**src/include/switch_ctl_pkg.sv**
```systemverilog
// constants, register map and state encodings of the switch control block
// assumes one 250 MHz clock to which the serial and pin inputs are synchronous
package switch_ctl_pkg;

   // ************************************************************
   // serial address and register map
   // ************************************************************
   localparam logic [3:0] DEV_ADDR_HI = 4'h9;
   localparam logic [7:0] OFS_FAST_MODE = 8'h00;
   localparam logic [7:0] OFS_SIDE_MODE = 8'h01;
   localparam logic [7:0] OFS_RX_SET = 8'h10;
   localparam logic [7:0] OFS_TERM_PULSE = 8'h11;
   localparam logic [7:0] RST_FAST_MODE = 8'h40;
   localparam logic [7:0] RST_SIDE_MODE = 8'h40;
   localparam logic [7:0] RST_RX_SET = 8'h01;
   localparam logic [7:0] RST_TERM_PULSE = 8'h00;
   localparam logic [7:0] RST_PIN_GRP = 8'h00;
   localparam logic [7:0] MASK_MODE = 8'h7f;
   localparam logic [7:0] MASK_RX = 8'h01;
   localparam logic [7:0] MASK_TERM = 8'hff;
   localparam int SW_ON_BIT = 6;
   localparam int MODE_MSB = 5;
   localparam int MODE_LSB = 4;
   localparam int SRC_MSB = 3;
   localparam logic [1:0] MODE_QUAD = 2'h0;
   localparam logic [1:0] MODE_BAD = 2'h3;
   localparam logic [3:0] BIT_LAST = 4'h8;

   // ************************************************************
   // pin group layout and values shown while the other path rules
   // ************************************************************
   localparam int PIN_ON = 0;
   localparam int PIN_SRC_LSB = 1;
   localparam int PIN_EQ = 3;
   localparam int PIN_PRE_LSB = 4;
   localparam int PIN_OTO = 6;
   localparam int PIN_OCL = 7;
   localparam logic SER_EQ = 1'b0;
   localparam logic [1:0] SER_PRE = 2'h0;
   localparam logic SER_OTO = 1'b1;
   localparam logic SER_OCL = 1'b1;
   localparam logic PIN_RX_TERM = 1'b1;

   // ************************************************************
   // update delay channels
   // ************************************************************
   localparam int NUM_CH = 5;
   localparam int CH_FAST = 0;
   localparam int CH_SIDE = 1;
   localparam int CH_RX = 2;
   localparam int CH_TERM = 3;
   localparam int CH_PIN = 4;
   localparam int CLK_NS = 4;
   localparam int DLY_NS [NUM_CH] = '{100, 100, 200, 200, 100};
   function automatic int ns_to_cyc(input int ns);
      return (ns + CLK_NS - 1) / CLK_NS;
   endfunction
   localparam int DLY_CYC [NUM_CH] = '{ns_to_cyc(DLY_NS[0]),
      ns_to_cyc(DLY_NS[1]), ns_to_cyc(DLY_NS[2]),
      ns_to_cyc(DLY_NS[3]), ns_to_cyc(DLY_NS[4])};
   localparam logic [7:0] CH_RST [NUM_CH] = '{RST_FAST_MODE,
      RST_SIDE_MODE, RST_RX_SET, RST_TERM_PULSE, RST_PIN_GRP};

   typedef enum logic [3:0] {
      ST_IDLE = 4'h0,
      ST_ADDR = 4'h1,
      ST_ADDR_ACK = 4'h2,
      ST_REG = 4'h3,
      ST_REG_ACK = 4'h4,
      ST_WDATA = 4'h5,
      ST_WDATA_ACK = 4'h6,
      ST_RDATA = 4'h7,
      ST_RDATA_ACK = 4'h8
   } bus_state_e;

endpackage

```
**src/verilog/line_events.sv**
```systemverilog
// start, stop and clock edge detection on the two-wire serial lines
// assumes scl and sda already synchronous to clock_i
`timescale 1ns/10ps
module line_events (
   input wire logic clock_i,
   input wire logic rst_i,
   input wire logic scl_i,
   input wire logic sda_i,
   output logic scl_rise_o,
   output logic scl_fall_o,
   output logic start_o,
   output logic stop_o
);
   logic scl_ff;
   logic sda_ff;

   // idle level of both lines is high
   always_ff @(posedge clock_i) begin
      if (rst_i) begin
         scl_ff <= 1'b1;
         sda_ff <= 1'b1;
      end else begin
         scl_ff <= scl_i;
         sda_ff <= sda_i;
      end
   end

   // sda moving while scl stays high marks start or stop
   assign scl_rise_o = scl_i & ~scl_ff;
   assign scl_fall_o = ~scl_i & scl_ff;
   assign start_o = scl_i & scl_ff & sda_ff & ~sda_i;
   assign stop_o = scl_i & scl_ff & ~sda_ff & sda_i;
endmodule

```
**src/verilog/update_window.sv**
```systemverilog
// one register's update delay window between written and applied value
// assumes one-cycle write strobes from the owning control path
`timescale 1ns/10ps
module update_window #(
   parameter logic [7:0] RST_VAL = 8'h00,
   parameter logic [15:0] DLY = 16'h0001
) (
   input wire logic clock_i,
   input wire logic rst_i,
   input wire logic wr_i,
   input wire logic [7:0] wr_data_i,
   output logic [7:0] applied_o
);
   logic [15:0] cnt_ff;
   logic [7:0] held_ff;
   logic pend_ff;

   // an open window only records; its last cycle applies the newest value
   always_ff @(posedge clock_i) begin
      if (rst_i) begin
         cnt_ff <= 16'h0000;
         held_ff <= RST_VAL;
         pend_ff <= 1'b0;
         applied_o <= RST_VAL;
      end else if (cnt_ff == 16'h0000) begin
         if (wr_i) begin
            applied_o <= wr_data_i;
            cnt_ff <= DLY;
         end
      end else if (cnt_ff == 16'h0001) begin
         cnt_ff <= 16'h0000;
         pend_ff <= 1'b0;
         if (wr_i) begin
            applied_o <= wr_data_i;
         end else if (pend_ff) begin
            applied_o <= held_ff;
         end
      end else begin
         cnt_ff <= cnt_ff - 16'h0001;
         if (wr_i) begin
            held_ff <= wr_data_i;
            pend_ff <= 1'b1;
         end
      end
   end

   win_hold_a: assert property (@(posedge clock_i) disable iff (rst_i)
      (cnt_ff > 16'h0001 && wr_i) |=> (cnt_ff == $past(cnt_ff) - 16'h0001)
      && (applied_o == $past(applied_o)))
      else $error("write restarted or leaked through an open window");
   win_open_a: assert property (@(posedge clock_i) disable iff (rst_i)
      (cnt_ff == 16'h0000 && wr_i) |=> (applied_o == $past(wr_data_i))
      && (cnt_ff == DLY))
      else $error("write after expiry not applied at once");
endmodule

```
**src/verilog/switch_control_serial_port.sv**
```systemverilog
// serial slave register port and pin control path of the link switch
// assumes all pins synchronous to clock_i; sda is open drain, pulled up
`timescale 1ns/10ps
module switch_control_serial_port (
   input wire logic clock_i,
   input wire logic rst_i,
   input wire logic scl_i,
   input wire logic sda_i,
   output logic sda_o,
   output logic sda_oe_o,
   input wire logic addr_strap_bit0_i,
   input wire logic addr_strap_bit1_i,
   input wire logic addr_strap_bit2_i,
   input wire logic pin_ctl_on_i,
   input wire logic [1:0] pin_ctl_source_i,
   input wire logic pin_ctl_equalize_i,
   input wire logic [1:0] pin_ctl_emphasis_i,
   input wire logic pin_ctl_out_term_i,
   input wire logic pin_ctl_out_current_i,
   output logic serial_mode_o,
   output logic fast_switch_on_o,
   output logic fast_standby_o,
   output logic [1:0] fast_bundle_mode_o,
   output logic [3:0] fast_source_sel_o,
   output logic side_switch_on_o,
   output logic [1:0] side_bundle_mode_o,
   output logic [3:0] side_source_sel_o,
   output logic input_term_sel_o,
   output logic [7:0] term_pulse_sel_o,
   output logic equalize_o,
   output logic [1:0] emphasis_o,
   output logic out_term_o,
   output logic out_current_o
);
   import switch_ctl_pkg::*;

   bus_state_e state_ff;
   logic [3:0] bit_cnt_ff;
   logic [7:0] rx_ff;
   logic [7:0] tx_ff;
   logic rw_ff;
   logic nack_ff;
   logic [7:0] ptr_ff;
   logic serial_mode_ff;
   logic [7:0] regs_ff [NUM_CH];
   logic [7:0] applied [NUM_CH];
   logic [NUM_CH-1:0] wr_pulse;
   logic [7:0] wr_data [NUM_CH];
   logic [7:0] pins_ff;
   logic pins_primed_ff;
   logic [7:0] pins_now;
   logic [6:0] my_addr;
   logic [7:0] rd_value;
   logic [7:0] merged;
   logic scl_rise;
   logic scl_fall;
   logic start_seen;
   logic stop_seen;
   logic last_bit;
   logic data_done;
   logic addr_hit;
   logic pin_change;

   // ************************************************************
   // line events and address
   // ************************************************************
   line_events u_line (
      .clock_i(clock_i),
      .rst_i(rst_i),
      .scl_i(scl_i),
      .sda_i(sda_i),
      .scl_rise_o(scl_rise),
      .scl_fall_o(scl_fall),
      .start_o(start_seen),
      .stop_o(stop_seen)
   );

   // fixed upper nibble, strap bits below
   assign my_addr = {DEV_ADDR_HI, addr_strap_bit2_i, addr_strap_bit1_i,
      addr_strap_bit0_i};
   assign last_bit = scl_fall && (bit_cnt_ff == BIT_LAST);
   assign addr_hit = (rx_ff[7:1] == my_addr);
   assign data_done = (state_ff == ST_WDATA) && last_bit;

   // ************************************************************
   // byte protocol state machine
   // ************************************************************
   // start always wins, so a repeated start reopens the address phase
   always_ff @(posedge clock_i) begin
      if (rst_i) begin
         state_ff <= ST_IDLE;
         bit_cnt_ff <= 4'h0;
         rw_ff <= 1'b0;
         nack_ff <= 1'b0;
         tx_ff <= 8'h00;
      end else if (start_seen) begin
         state_ff <= ST_ADDR;
         bit_cnt_ff <= 4'h0;
      end else if (stop_seen) begin
         state_ff <= ST_IDLE;
      end else if (scl_rise) begin
         if (state_ff == ST_RDATA_ACK) begin
            nack_ff <= sda_i;
         end
         if (state_ff == ST_ADDR || state_ff == ST_REG ||
             state_ff == ST_WDATA) begin
            bit_cnt_ff <= bit_cnt_ff + 4'h1;
         end
      end else if (scl_fall) begin
         bit_cnt_ff <= 4'h0;
         case (state_ff)
            ST_ADDR: begin
               if (bit_cnt_ff != BIT_LAST) begin
                  bit_cnt_ff <= bit_cnt_ff;
               end else if (addr_hit) begin
                  state_ff <= ST_ADDR_ACK;
                  rw_ff <= rx_ff[0];
               end else begin
                  state_ff <= ST_IDLE;
               end
            end
            ST_ADDR_ACK: begin
               if (rw_ff) begin
                  state_ff <= ST_RDATA;
                  tx_ff <= rd_value;
               end else begin
                  state_ff <= ST_REG;
               end
            end
            ST_REG: begin
               if (bit_cnt_ff == BIT_LAST) begin
                  state_ff <= ST_REG_ACK;
               end else begin
                  bit_cnt_ff <= bit_cnt_ff;
               end
            end
            ST_REG_ACK: state_ff <= ST_WDATA;
            ST_WDATA: begin
               if (bit_cnt_ff == BIT_LAST) begin
                  state_ff <= ST_WDATA_ACK;
               end else begin
                  bit_cnt_ff <= bit_cnt_ff;
               end
            end
            // only one data byte per write; extra bytes are ignored
            ST_WDATA_ACK: state_ff <= ST_IDLE;
            ST_RDATA: begin
               if (bit_cnt_ff == 4'h7) begin
                  state_ff <= ST_RDATA_ACK;
               end else begin
                  bit_cnt_ff <= bit_cnt_ff + 4'h1;
                  tx_ff <= {tx_ff[6:0], 1'b0};
               end
            end
            ST_RDATA_ACK: begin
               if (nack_ff) begin
                  state_ff <= ST_IDLE;
               end else begin
                  state_ff <= ST_RDATA;
                  tx_ff <= rd_value;
               end
            end
            default: state_ff <= ST_IDLE;
         endcase
      end
   end

   // receive shifter samples sda on each rising scl
   always_ff @(posedge clock_i) begin
      if (rst_i) begin
         rx_ff <= 8'h00;
      end else if (scl_rise) begin
         rx_ff <= {rx_ff[6:0], sda_i};
      end
   end

   // pointer only moves on a register address byte, never on a restart
   always_ff @(posedge clock_i) begin
      if (rst_i) begin
         ptr_ff <= 8'h00;
      end else if (!start_seen && state_ff == ST_REG && last_bit) begin
         ptr_ff <= rx_ff;
      end
   end

   // drive low for acks and for zero data bits; changes while scl is low
   always_ff @(posedge clock_i) begin
      if (rst_i) begin
         sda_oe_o <= 1'b0;
      end else begin
         sda_oe_o <= (state_ff == ST_ADDR_ACK) || (state_ff == ST_REG_ACK) ||
            (state_ff == ST_WDATA_ACK) ||
            (state_ff == ST_RDATA && !tx_ff[7]);
      end
   end
   assign sda_o = 1'b0;

   // ************************************************************
   // register file and write effects
   // ************************************************************
   // unmapped offsets read as zero
   always_comb begin
      case (ptr_ff)
         OFS_FAST_MODE: rd_value = regs_ff[CH_FAST];
         OFS_SIDE_MODE: rd_value = regs_ff[CH_SIDE];
         OFS_RX_SET: rd_value = regs_ff[CH_RX];
         OFS_TERM_PULSE: rd_value = regs_ff[CH_TERM];
         default: rd_value = 8'h00;
      endcase
   end

   // illegal mode code keeps the previous mode field
   always_comb begin
      merged = rx_ff;
      if (rx_ff[MODE_MSB:MODE_LSB] == MODE_BAD) begin
         merged[MODE_MSB:MODE_LSB] = rd_value[MODE_MSB:MODE_LSB];
      end
   end

   // write strobe fires on the scl fall that ends the last data bit
   always_comb begin
      wr_pulse = '0;
      wr_pulse[CH_FAST] = data_done && ptr_ff == OFS_FAST_MODE;
      wr_pulse[CH_SIDE] = data_done && ptr_ff == OFS_SIDE_MODE;
      wr_pulse[CH_RX] = data_done && ptr_ff == OFS_RX_SET;
      wr_pulse[CH_TERM] = data_done && ptr_ff == OFS_TERM_PULSE;
      wr_pulse[CH_PIN] = pin_change;
      wr_data[CH_FAST] = merged & MASK_MODE;
      wr_data[CH_SIDE] = merged & MASK_MODE;
      wr_data[CH_RX] = rx_ff & MASK_RX;
      wr_data[CH_TERM] = rx_ff & MASK_TERM;
      wr_data[CH_PIN] = pins_now;
   end

   // readable copy holds the newest written value of each register
   always_ff @(posedge clock_i) begin
      if (rst_i) begin
         for (int i = 0; i < NUM_CH; i++) begin
            regs_ff[i] <= CH_RST[i];
         end
      end else begin
         for (int i = 0; i < NUM_CH; i++) begin
            if (wr_pulse[i]) begin
               regs_ff[i] <= wr_data[i];
            end
         end
      end
   end

   // each register owns a window of its own length
   for (genvar g = 0; g < NUM_CH; g++) begin : g_win
      update_window #(
         .RST_VAL(CH_RST[g]),
         .DLY(16'(DLY_CYC[g]))
      ) u_win (
         .clock_i(clock_i),
         .rst_i(rst_i),
         .wr_i(wr_pulse[g]),
         .wr_data_i(wr_data[g]),
         .applied_o(applied[g])
      );
   end

   // ************************************************************
   // pin control path and serial takeover
   // ************************************************************
   assign pins_now = {pin_ctl_out_current_i, pin_ctl_out_term_i,
      pin_ctl_emphasis_i, pin_ctl_equalize_i, pin_ctl_source_i, pin_ctl_on_i};
   // first cycle after reset loads the pins, later only changes count
   assign pin_change = !serial_mode_ff &&
      (!pins_primed_ff || pins_now != pins_ff);

   always_ff @(posedge clock_i) begin
      if (rst_i) begin
         pins_ff <= 8'h00;
         pins_primed_ff <= 1'b0;
      end else begin
         pins_ff <= pins_now;
         pins_primed_ff <= 1'b1;
      end
   end

   // an acked own address is the first serial event; sticky until reset
   always_ff @(posedge clock_i) begin
      if (rst_i) begin
         serial_mode_ff <= 1'b0;
      end else if (state_ff == ST_ADDR && last_bit && addr_hit) begin
         serial_mode_ff <= 1'b1;
      end
   end
   assign serial_mode_o = serial_mode_ff;

   // pin mode forces quad bundling and the same source on both switches
   always_ff @(posedge clock_i) begin
      if (rst_i) begin
         fast_switch_on_o <= RST_FAST_MODE[SW_ON_BIT];
         fast_bundle_mode_o <= MODE_QUAD;
         fast_source_sel_o <= 4'h0;
         side_switch_on_o <= RST_SIDE_MODE[SW_ON_BIT];
         side_bundle_mode_o <= MODE_QUAD;
         side_source_sel_o <= 4'h0;
         input_term_sel_o <= RST_RX_SET[0];
         term_pulse_sel_o <= RST_TERM_PULSE;
         equalize_o <= SER_EQ;
         emphasis_o <= SER_PRE;
         out_term_o <= SER_OTO;
         out_current_o <= SER_OCL;
      end else if (serial_mode_ff) begin
         fast_switch_on_o <= applied[CH_FAST][SW_ON_BIT];
         fast_bundle_mode_o <= applied[CH_FAST][MODE_MSB:MODE_LSB];
         fast_source_sel_o <= applied[CH_FAST][SRC_MSB:0];
         side_switch_on_o <= applied[CH_SIDE][SW_ON_BIT];
         side_bundle_mode_o <= applied[CH_SIDE][MODE_MSB:MODE_LSB];
         side_source_sel_o <= applied[CH_SIDE][SRC_MSB:0];
         input_term_sel_o <= applied[CH_RX][0];
         term_pulse_sel_o <= applied[CH_TERM];
         equalize_o <= SER_EQ;
         emphasis_o <= SER_PRE;
         out_term_o <= SER_OTO;
         out_current_o <= SER_OCL;
      end else begin
         fast_switch_on_o <= applied[CH_PIN][PIN_ON];
         fast_bundle_mode_o <= MODE_QUAD;
         fast_source_sel_o <= {2'h0, applied[CH_PIN][PIN_SRC_LSB+:2]};
         side_switch_on_o <= applied[CH_PIN][PIN_ON];
         side_bundle_mode_o <= MODE_QUAD;
         side_source_sel_o <= {2'h0, applied[CH_PIN][PIN_SRC_LSB+:2]};
         input_term_sel_o <= PIN_RX_TERM;
         term_pulse_sel_o <= RST_TERM_PULSE;
         equalize_o <= applied[CH_PIN][PIN_EQ];
         emphasis_o <= applied[CH_PIN][PIN_PRE_LSB+:2];
         out_term_o <= applied[CH_PIN][PIN_OTO];
         out_current_o <= applied[CH_PIN][PIN_OCL];
      end
   end
   assign fast_standby_o = ~fast_switch_on_o;

   // ************************************************************
   // checks
   // ************************************************************
   addr_nack_a: assert property (@(posedge clock_i) disable iff (rst_i)
      (state_ff == ST_ADDR && last_bit && !addr_hit && !start_seen)
      |=> state_ff == ST_IDLE ##1 !sda_oe_o)
      else $error("foreign address not ignored");
   addr_ack_a: assert property (@(posedge clock_i) disable iff (rst_i)
      (state_ff == ST_ADDR && last_bit && addr_hit && !start_seen)
      |=> state_ff == ST_ADDR_ACK ##1 sda_oe_o)
      else $error("matching address not acknowledged");
   ptr_load_a: assert property (@(posedge clock_i) disable iff (rst_i)
      (state_ff == ST_REG && last_bit && !start_seen)
      |=> ptr_ff == $past(rx_ff) && state_ff == ST_REG_ACK)
      else $error("register address not captured");
   rd_load_a: assert property (@(posedge clock_i) disable iff (rst_i)
      (state_ff == ST_ADDR_ACK && scl_fall && rw_ff && !start_seen &&
       !stop_seen) |=> state_ff == ST_RDATA && tx_ff == $past(rd_value))
      else $error("read data not taken from pointed register");
   ptr_keep_a: assert property (@(posedge clock_i) disable iff (rst_i)
      start_seen |=> $stable(ptr_ff) && state_ff == ST_ADDR)
      else $error("pointer lost across a restart");
   takeover_a: assert property (@(posedge clock_i) disable iff (rst_i)
      serial_mode_ff |=> serial_mode_ff && !pin_change)
      else $error("pin control came back after serial access");
   mode_keep_a: assert property (@(posedge clock_i) disable iff (rst_i)
      (wr_pulse[CH_FAST] && rx_ff[MODE_MSB:MODE_LSB] == MODE_BAD)
      |=> regs_ff[CH_FAST][MODE_MSB:MODE_LSB] ==
          $past(regs_ff[CH_FAST][MODE_MSB:MODE_LSB]))
      else $error("illegal mode code was stored");
   wr_strobe_a: assert property (@(posedge clock_i) disable iff (rst_i)
      (data_done && ptr_ff == OFS_SIDE_MODE) |-> wr_pulse[CH_SIDE]
      ##1 regs_ff[CH_SIDE] == ($past(merged) & MASK_MODE))
      else $error("write strobe missing at last data bit");
endmodule

```
**config.mk**
```make
export PLATFORM = sky130hd
export DESIGN_NAME = switch_control_serial_port
export DESIGN_NICKNAME = d
export VERILOG_FILES = /design/src/include/switch_ctl_pkg.sv /design/src/verilog/line_events.sv /design/src/verilog/update_window.sv /design/src/verilog/switch_control_serial_port.sv
export SDC_FILE = /design/constraint.sdc
export NUM_CORES = 1
export LEC_CHECK = 0
export BUFFER_PORTS_ARGS = -buffer_cell sky130_fd_sc_hd__buf_2
export CAP_MARGIN = 20
export CELL_PAD_IN_SITES_DETAIL_PLACEMENT = 0
export CELL_PAD_IN_SITES_GLOBAL_PLACEMENT = 1
export CORE_UTILIZATION = 50
export CTS_BUF_LIST = sky130_fd_sc_hd__clkbuf_2 sky130_fd_sc_hd__clkbuf_4 sky130_fd_sc_hd__clkbuf_8
export DETAILED_ROUTE_END_ITERATION = 6
export GPL_TIMING_DRIVEN = 0
export PLACE_DENSITY_LB_ADDON = 0.2
export SLEW_MARGIN = 20
export SYNTH_ARGS = -nofsm -noshare
export SYNTH_HDL_FRONTEND = slang
export SYNTH_HIERARCHICAL = 1
export SYNTH_SLANG_ARGS = --single-unit
export TNS_END_PERCENT = 5
```
**constraint.sdc**
```tcl
create_clock -name clock_i -period 3.55 [get_ports clock_i]
set_clock_uncertainty 0.05 [all_clocks]
set_input_delay 0.5325 -clock clock_i [delete_from_list [all_inputs] [get_ports clock_i]]
set_output_delay 0.5325 -clock clock_i [all_outputs]
set_load 0.005 [all_outputs]
```
==> metrics.md, run 1 <==
| Metric | Value |
|---|---|
| Status | `finished, final reports clean` |
| Setup-failing EPs final | `0` |
| Ant. Diodes | `0` |
| CTS buffer count | `43` |
| Most frequent cells in the layout | `dfxtp_1 (222), nand2_1 (116), nor2_1 (102), a21oi_1 (93), clkbuf_8 (56)` |
| CP startpoint kind | `flip-flop` |
| DRT iter0 DRCs | `490` |
| Register-to-Register Path Depth | `12` |
| Via density | `5.77` |
| Max incr delay on CP | `370 ps` |
| CP most frequent cell | `nor2_1` |
| Syn Nets | `1271` |
| Drt first pass iters | `5` |
| DIE HEIGHT | `roughly 150 um` |
| Buf/Inv on CP | `3` |
| CP arrival | `3640 ps` |
| Hold path endpoint | `u_line/scl_ff$_SDFF_PP1_` |
| Post_cts resized | `0` |
| Layout cells sized above 1 | `15.2%` |
| Worst IR drop on VDD | `roughly 540 uV` |
| Clk sink count | `around 250` |
| Total Routing Usage GR | `24.4%` |
| Worst setup margin | `305 ps` |
| Global-route wire length before repair | `~46000 um` |
| NumNets Final | `~1400` |
| Fin crit period | `3240 ps` |
| CORE AREA | `22100 um2` |
| Root Driver | `clkbuf_8` |
| Total gr overflow | `0` |
| DP HPWL | `about 19000 um` |
| Crit path max-delay family | `simple AND/OR/NAND/NOR gates` |
| Hold_ws | `180 ps` |
| Slew HR | `30.7%` |
| Setup Total Neg Slack | `0 ps` |
| CP Class | `reg2reg` |
| Gate count of the mapped netlist | `1242` |
| Min-delay src | `scl_i` |
| Post-synthesis area per instance | `roughly 9 um2` |
| Clock transition at the registers of the reported paths | `60 ps` |
| Critical path's slowest cell | `nor2_1` |
| Critical R2R Capture | `g_win[0].u_win/applied_o[5]$_SDFFE_PP0P_` |
| Crit path cell chain | `inv_1 > ha_1 > nand3b_1 > nor2_1 > nand4b_1 > nor3_1 > clkbuf_1 > a21oi_1 > nor3_4 > buf_4 > nor2_1 > a211oi_1` |
| Crit path required time | `3940 ps` |
| Hold WC Path Type | `in2reg` |
| Initial Utilization | `51.5%` |
| Final worst-path cycle share | `91.4%` |
| Standard-cell rows | `54` |
| Detailed Route WL | `28200 um` |
| Final routed DRC violation total | `0` |
| R2r setup slk | `slightly above 300 ps` |
| Insertion delay to the later sink of the worst-skew pair | `540 ps` |
| Ys Warns | `6` |
| Most common cell after layout, fill and taps aside | `dfxtp_1` |
| Critical R2R Launch | `bit_cnt_ff[0]$_SDFFE_PP0P_` |
| CTS tree | `built` |
| Die width | `153 um` |
| Least-Margin Pin Slew | `1030 ps` |
| Maximum clock rate | `308 MHz` |
| Tot Pwr | `11.0 mW` |
| Final hold vios | `0` |
| Setup bufs post-CTS | `0` |
| Setup crit end kind | `flip-flop` |
| PD cells | `849 nW/um2` |
| Worst slack, placed | `289 ps` |
| Slew Viols, Final | `0` |
| P_leak | `4.99 nW` |
| Number of global-route vias before repair | `between 9000 and 10000` |
| H-tree levels | `2` |
| Final core occ | `about three fifths` |
| P&R area growth vs syn | `13.4%` |
| RSZ-0062 raised after global routing | `no` |
| Routed WL per cell | `17.2 um` |
| Worst Hold Depth | `2` |
| Antenna Nets Post-Route | `0` |
| Initial antenna violation count | `0` |
| Bufs on Longest Clock Path | `3` |
| Largest net degree at the start of global routing | `16` |
| # IOs | `47` |
| I/O Buffers | `45` |
| Placer Congestion | `about 0.9` |
| Die area | `23400 um2` |
| Via count | `approximately 9500` |
| Max-cap violations | `0` |
| Crit path max fanout | `9` |
| # hold bufs at CTS | `0` |
| Post-Syn Area | `11400 um2` |
## worst reg2reg max path: stages (launching register included)
cell and delay [ps]:
dfxtp_1 350, inv_1 90, ha_1 150, nand3b_1 250, nor2_1 370, nand4b_1 350
nor3_1 290, clkbuf_1 360, a21oi_1 130, nor3_4 280, buf_4 230, nor2_1 50
a211oi_1 190
## registers in the layout, indices dropped and copies added, names as in the netlist, 2 cells and up
name	count
bit_cnt_ff	4
emphasis_o	2
fast_bundle_mode_o	2
fast_source_sel_o	4
g_win.u_win/applied_o	31
g_win.u_win/cnt_ff	80
g_win.u_win/held_ff	31
g_win.u_win/pend_ff	5
pins_ff	8
ptr_ff	8
regs_ff	23
rx_ff	8
side_bundle_mode_o	2
side_source_sel_o	4
state_ff	4
term_pulse_sel_o	8
tx_ff	8
## metrics by stage
step	std cells	instance area (um2)
floorplan	1242	11400
detailed placement	1567	12000
global route	1644	12900
finish	1644	12900
CTS	1644	12900
global placement	1567	12000
## cell type report
type	count	area, um2
inverters	41	154
well taps	280	350
clock buffers	69	868
fillers	2005	9190
flip-flops and latches	245	5130
repair buffers	45	225
clock inverters	8	67.6
multi-input cells	881	5710
plain buffers	75	394
## per-layer routing
metal	wire [um]	global-route usage (%)
met5	0	0
met4	600	7.12
met3	1300	4.00
met2	13200	40.1
met1	13200	33.0
## report_power, final
part | switching (mW) | internal, mW
sequential | 0.521 | 3.29
clock | 1.15 | 1.62
combinational | 2.57 | 1.81
total | 4.25 | 6.72
## worst max-delay path by stage
stage                                                          end  cells after the start  slack [ps]                        from
after floorplan                            regs_ff[0][0]$_DFFE_PP_                      6        1060                       scl_i
after global placement    g_win[4].u_win/applied_o[2]$_SDFFE_PP0P_                     11         330          pin_ctl_equalize_i
after detailed placement  g_win[4].u_win/applied_o[2]$_SDFFE_PP0P_                     11         290          pin_ctl_equalize_i
after CTS                 g_win[1].u_win/applied_o[5]$_SDFFE_PP0P_                     12         360  bit_cnt_ff[0]$_SDFFE_PP0P_
after global routing      g_win[0].u_win/applied_o[5]$_SDFFE_PP0P_                     12         180  bit_cnt_ff[0]$_SDFFE_PP0P_
final                     g_win[0].u_win/applied_o[5]$_SDFFE_PP0P_                     12         310  bit_cnt_ff[0]$_SDFFE_PP0P_
Power figures use the tool's default switching activity.
==> inputs of run 2 (changes only) <==
--- a/config.mk
+++ b/config.mk
@@ -9,8 +9,7 @@
 export CAP_MARGIN = 20
 export CELL_PAD_IN_SITES_DETAIL_PLACEMENT = 0
 export CELL_PAD_IN_SITES_GLOBAL_PLACEMENT = 1
-export CORE_UTILIZATION = 50
-export CTS_BUF_LIST = sky130_fd_sc_hd__clkbuf_2 sky130_fd_sc_hd__clkbuf_4 sky130_fd_sc_hd__clkbuf_8
+export CORE_UTILIZATION = 48
 export DETAILED_ROUTE_END_ITERATION = 6
 export GPL_TIMING_DRIVEN = 0
 export PLACE_DENSITY_LB_ADDON = 0.2
==> run 2 against run 1 <==
Compared with the run above:
- via count fell by 2.2%
- non-clock buffer count did not move
- global-route usage fell by 1.6 points
- largest power group unchanged
- core utilization fell by 1.6 points
- first-iteration DRC count rose by 12%
- worst setup slack improved by 130 ps
- largest cell class unchanged
- total power rose by 2.9%
- die area rose by 4.1%
- sequential cell count did not move
- cell area rose by 0.84%
==> metrics.md, run 2 (synthesized netlist as in run 1, its figures left out) <==
| Metric | Value |
|---|---|
| Setup Total Neg Slack | `0 ps` |
| Setup crit end kind | `flip-flop` |
| # IOs | `47` |
| Worst IR drop on VDD | `~540 uV` |
| Design area | `13000 um2` |
| Area of the multi-input gates | `5710 um2` |
| Max-cap violations | `0` |
| Maximum clock rate | `321 MHz` |
| Root Driver | `clkbuf_16` |
| Post_cts resized | `0` |
| Initial Utilization | `between 40% and 50%` |
| Antenna Nets Post-Route | `0` |
| Largest net degree at the start of global routing | `16` |
| Worst Setup SP | `bit_cnt_ff[0]$_SDFFE_PP0P_` |
| CP most frequent cell | `nor2_1` |
| CORE AREA | `22900 um2` |
| Fillers | `2116` |
| Slew HR | `31.9%` |
| Standard-cell rows | `between 50 and 60` |
| Die area | `between 20000 and 25000 um2` |
| H-tree levels | `1` |
| Final routed DRC violation total | `0` |
| CP arrival | `3520 ps` |
| CTS buffer count | `27` |
| DP HPWL | `19100 um` |
| Placer Congestion | `~0.87` |
| CTS tree | `built` |
| Total gr overflow | `0` |
| Least-Margin Pin Slew | `1010 ps` |
| Fin crit period | `around 3100 ps` |
| Crit path max fanout | `9` |
| DRT iter0 DRCs | `548` |
| Drt first pass iters | `5` |
| Uppermost layer routed | `met4` |
| Clock power frac | `around 28%` |
| # hold bufs at CTS | `0` |
| Most frequent cells in the layout | `dfxtp_1 (222), nand2_1 (116), nor2_1 (102), a21oi_1 (93), buf_2 (52)` |
| Max incr delay on CP | `around 400 ps` |
| Most common cell after layout, fill and taps aside | `dfxtp_1` |
| Setup bufs post-CTS | `0` |
| Crit path cell chain | `inv_1 > ha_1 > nand3b_1 > nor2_1 > nand4b_1 > nor3_1 > clkbuf_1 > a21oi_1 > nor3_4 > buf_4 > nor2_1 > a211oi_1` |
| Critical path's slowest cell | `nor2_1` |
| Combinational power share | `38.7%` |
| Layout cells sized above 1 | `around an eighth` |
| Flop pwr share | `33.8%` |
| DIE HEIGHT | `between 150 and 200 um` |
| Via count | `approximately 9000` |
| Biggest registers after layout | `g_win.u_win/cnt_ff x80, g_win.u_win/applied_o x31, g_win.u_win/held_ff x31` |
| Slew Viols, Final | `0` |
| R2r setup slk | `430 ps` |
| Ant. Diodes | `0` |
| Switch share | `between 30 and 40%` |
| DR WL met2 | `approximately 13000 um` |
| Detailed Route WL | `roughly 27000 um` |
| Initial antenna violation count | `0` |
| CP Class | `reg2reg` |
| Final hold vios | `0` |
| Hold WC Path Type | `in2reg` |
| Insertion delay to the later sink of the worst-skew pair | `530 ps` |
| PD cells | `866 nW/um2` |
| Crit path required time | `3950 ps` |
| Final core occ | `56.8%` |
| Internal | `7.04 mW` |
| Met3 wire len | `roughly 760 um` |
| Clk sink count | `245` |
| Hold_ws | `199 ps` |
| Routed WL per cell | `16.7 um` |
| RSZ-0062 raised after global routing | `no` |
| Via density | `around 5.6` |
| Biggest register | `g_win.u_win/cnt_ff` |
| P&R area growth vs syn | `14.3%` |
| Met1 Wirelength | `13000 um` |
| Die width | `156 um` |
| I/O Buffers | `45` |
| Bufs on Longest Clock Path | `3` |
| Max FFs per register | `80` |
| Setup-failing EPs final | `0` |
| Critical R2R Launch | `bit_cnt_ff[0]$_SDFFE_PP0P_` |
| Sw power | `4.24 mW` |
| Global-route wire length before repair | `45100 um` |
| Clock transition at the registers of the reported paths | `60 ps` |
| NumNets Final | `1345` |
| Number of global-route vias before repair | `~8900` |
| Final worst-path cycle share | `between 80 and 90%` |
| Reg area | `5130 um2` |
| P_leak | `4.97 nW` |
| Placement Cell Area | `about 12000 um2` |
| Min-delay src | `scl_i` |
| Status | `finished, final reports clean` |
| Total Routing Usage GR | `between 20% and 30%` |
| CP startpoint kind | `flip-flop` |
## run 2: cell types whose count changed in the layout (fill, tap and decap cells not counted)
cell / before / now
clkbuf_4: 13 / 0
clkbuf_1: 38 / 41
clkbuf_16: 0 / 28
clkbuf_8: 56 / 3
clkinvlp_4: 1 / 5
clkinv_2: 6 / 3
inv_6: 0 / 2
bufinv_16: 1 / 6
## run 2: final timing paths
kind | to | depth (start not counted)
worst max-delay path | g_win[1].u_win/applied_o[5]$_SDFFE_PP0P_ | 12
worst min-delay path | u_line/scl_ff$_SDFF_PP1_ | 2
worst max register to register | g_win[1].u_win/applied_o[5]$_SDFFE_PP0P_ | 12
worst min register to register | out_current_o$_SDFF_PP1_ | 1
## run 2: critical path: cells and delay by family (launching register included)
kind / cells / cell delay, ps
flops: 1 / 340
buf+inv: 3 / 650
compound gates: 2 / 300
simple gates: 6 / 1540
fa+ha+maj: 1 / 140
## run 2: power groups by stage
stage	clock (mW)	sequential, mW	combinational (mW)
global route	3.28	3.90	4.90
floorplan	0	3.74	3.53
finish	3.10	3.81	4.36
detailed placement	0	3.86	4.35
CTS	3.17	3.81	4.38
global placement	0	3.84	4.32
## run 2: final cells by class
type	count	share of cell area, %
plain buffers	75	3.03
clock buffers	34	5.79
clock inverters	16	1.92
inverters	41	1.18
multi-input cells	881	43.9
flip-flops and latches	245	39.5
well taps	313	3.01
repair buffers	45	1.73
## run 2: per-layer routing
| layer | vias to the layer above | track usage (%) |
|---|---|---|
| met4 | 0 | 5.79 |
| met2 | 119 | 38.8 |
| li1 | 4705 | - |
| met1 | 4413 | 30.8 |
| met5 | - | 0 |
| met3 | 41 | 2.44 |
## run 2: per-stage QoR
stage / cells / worst slack (ps) / total power, mW
6_report: 1650 / 434 / 11.3
5_1_grt: 1650 / 138 / 12.1
4_1_cts: 1650 / 409 / 11.4
3_5_place_dp: 1600 / 290 / 8.20
3_3_place_gp: 1600 / 316 / 8.17
2_1_floorplan: 1242 / 1060 / 7.27
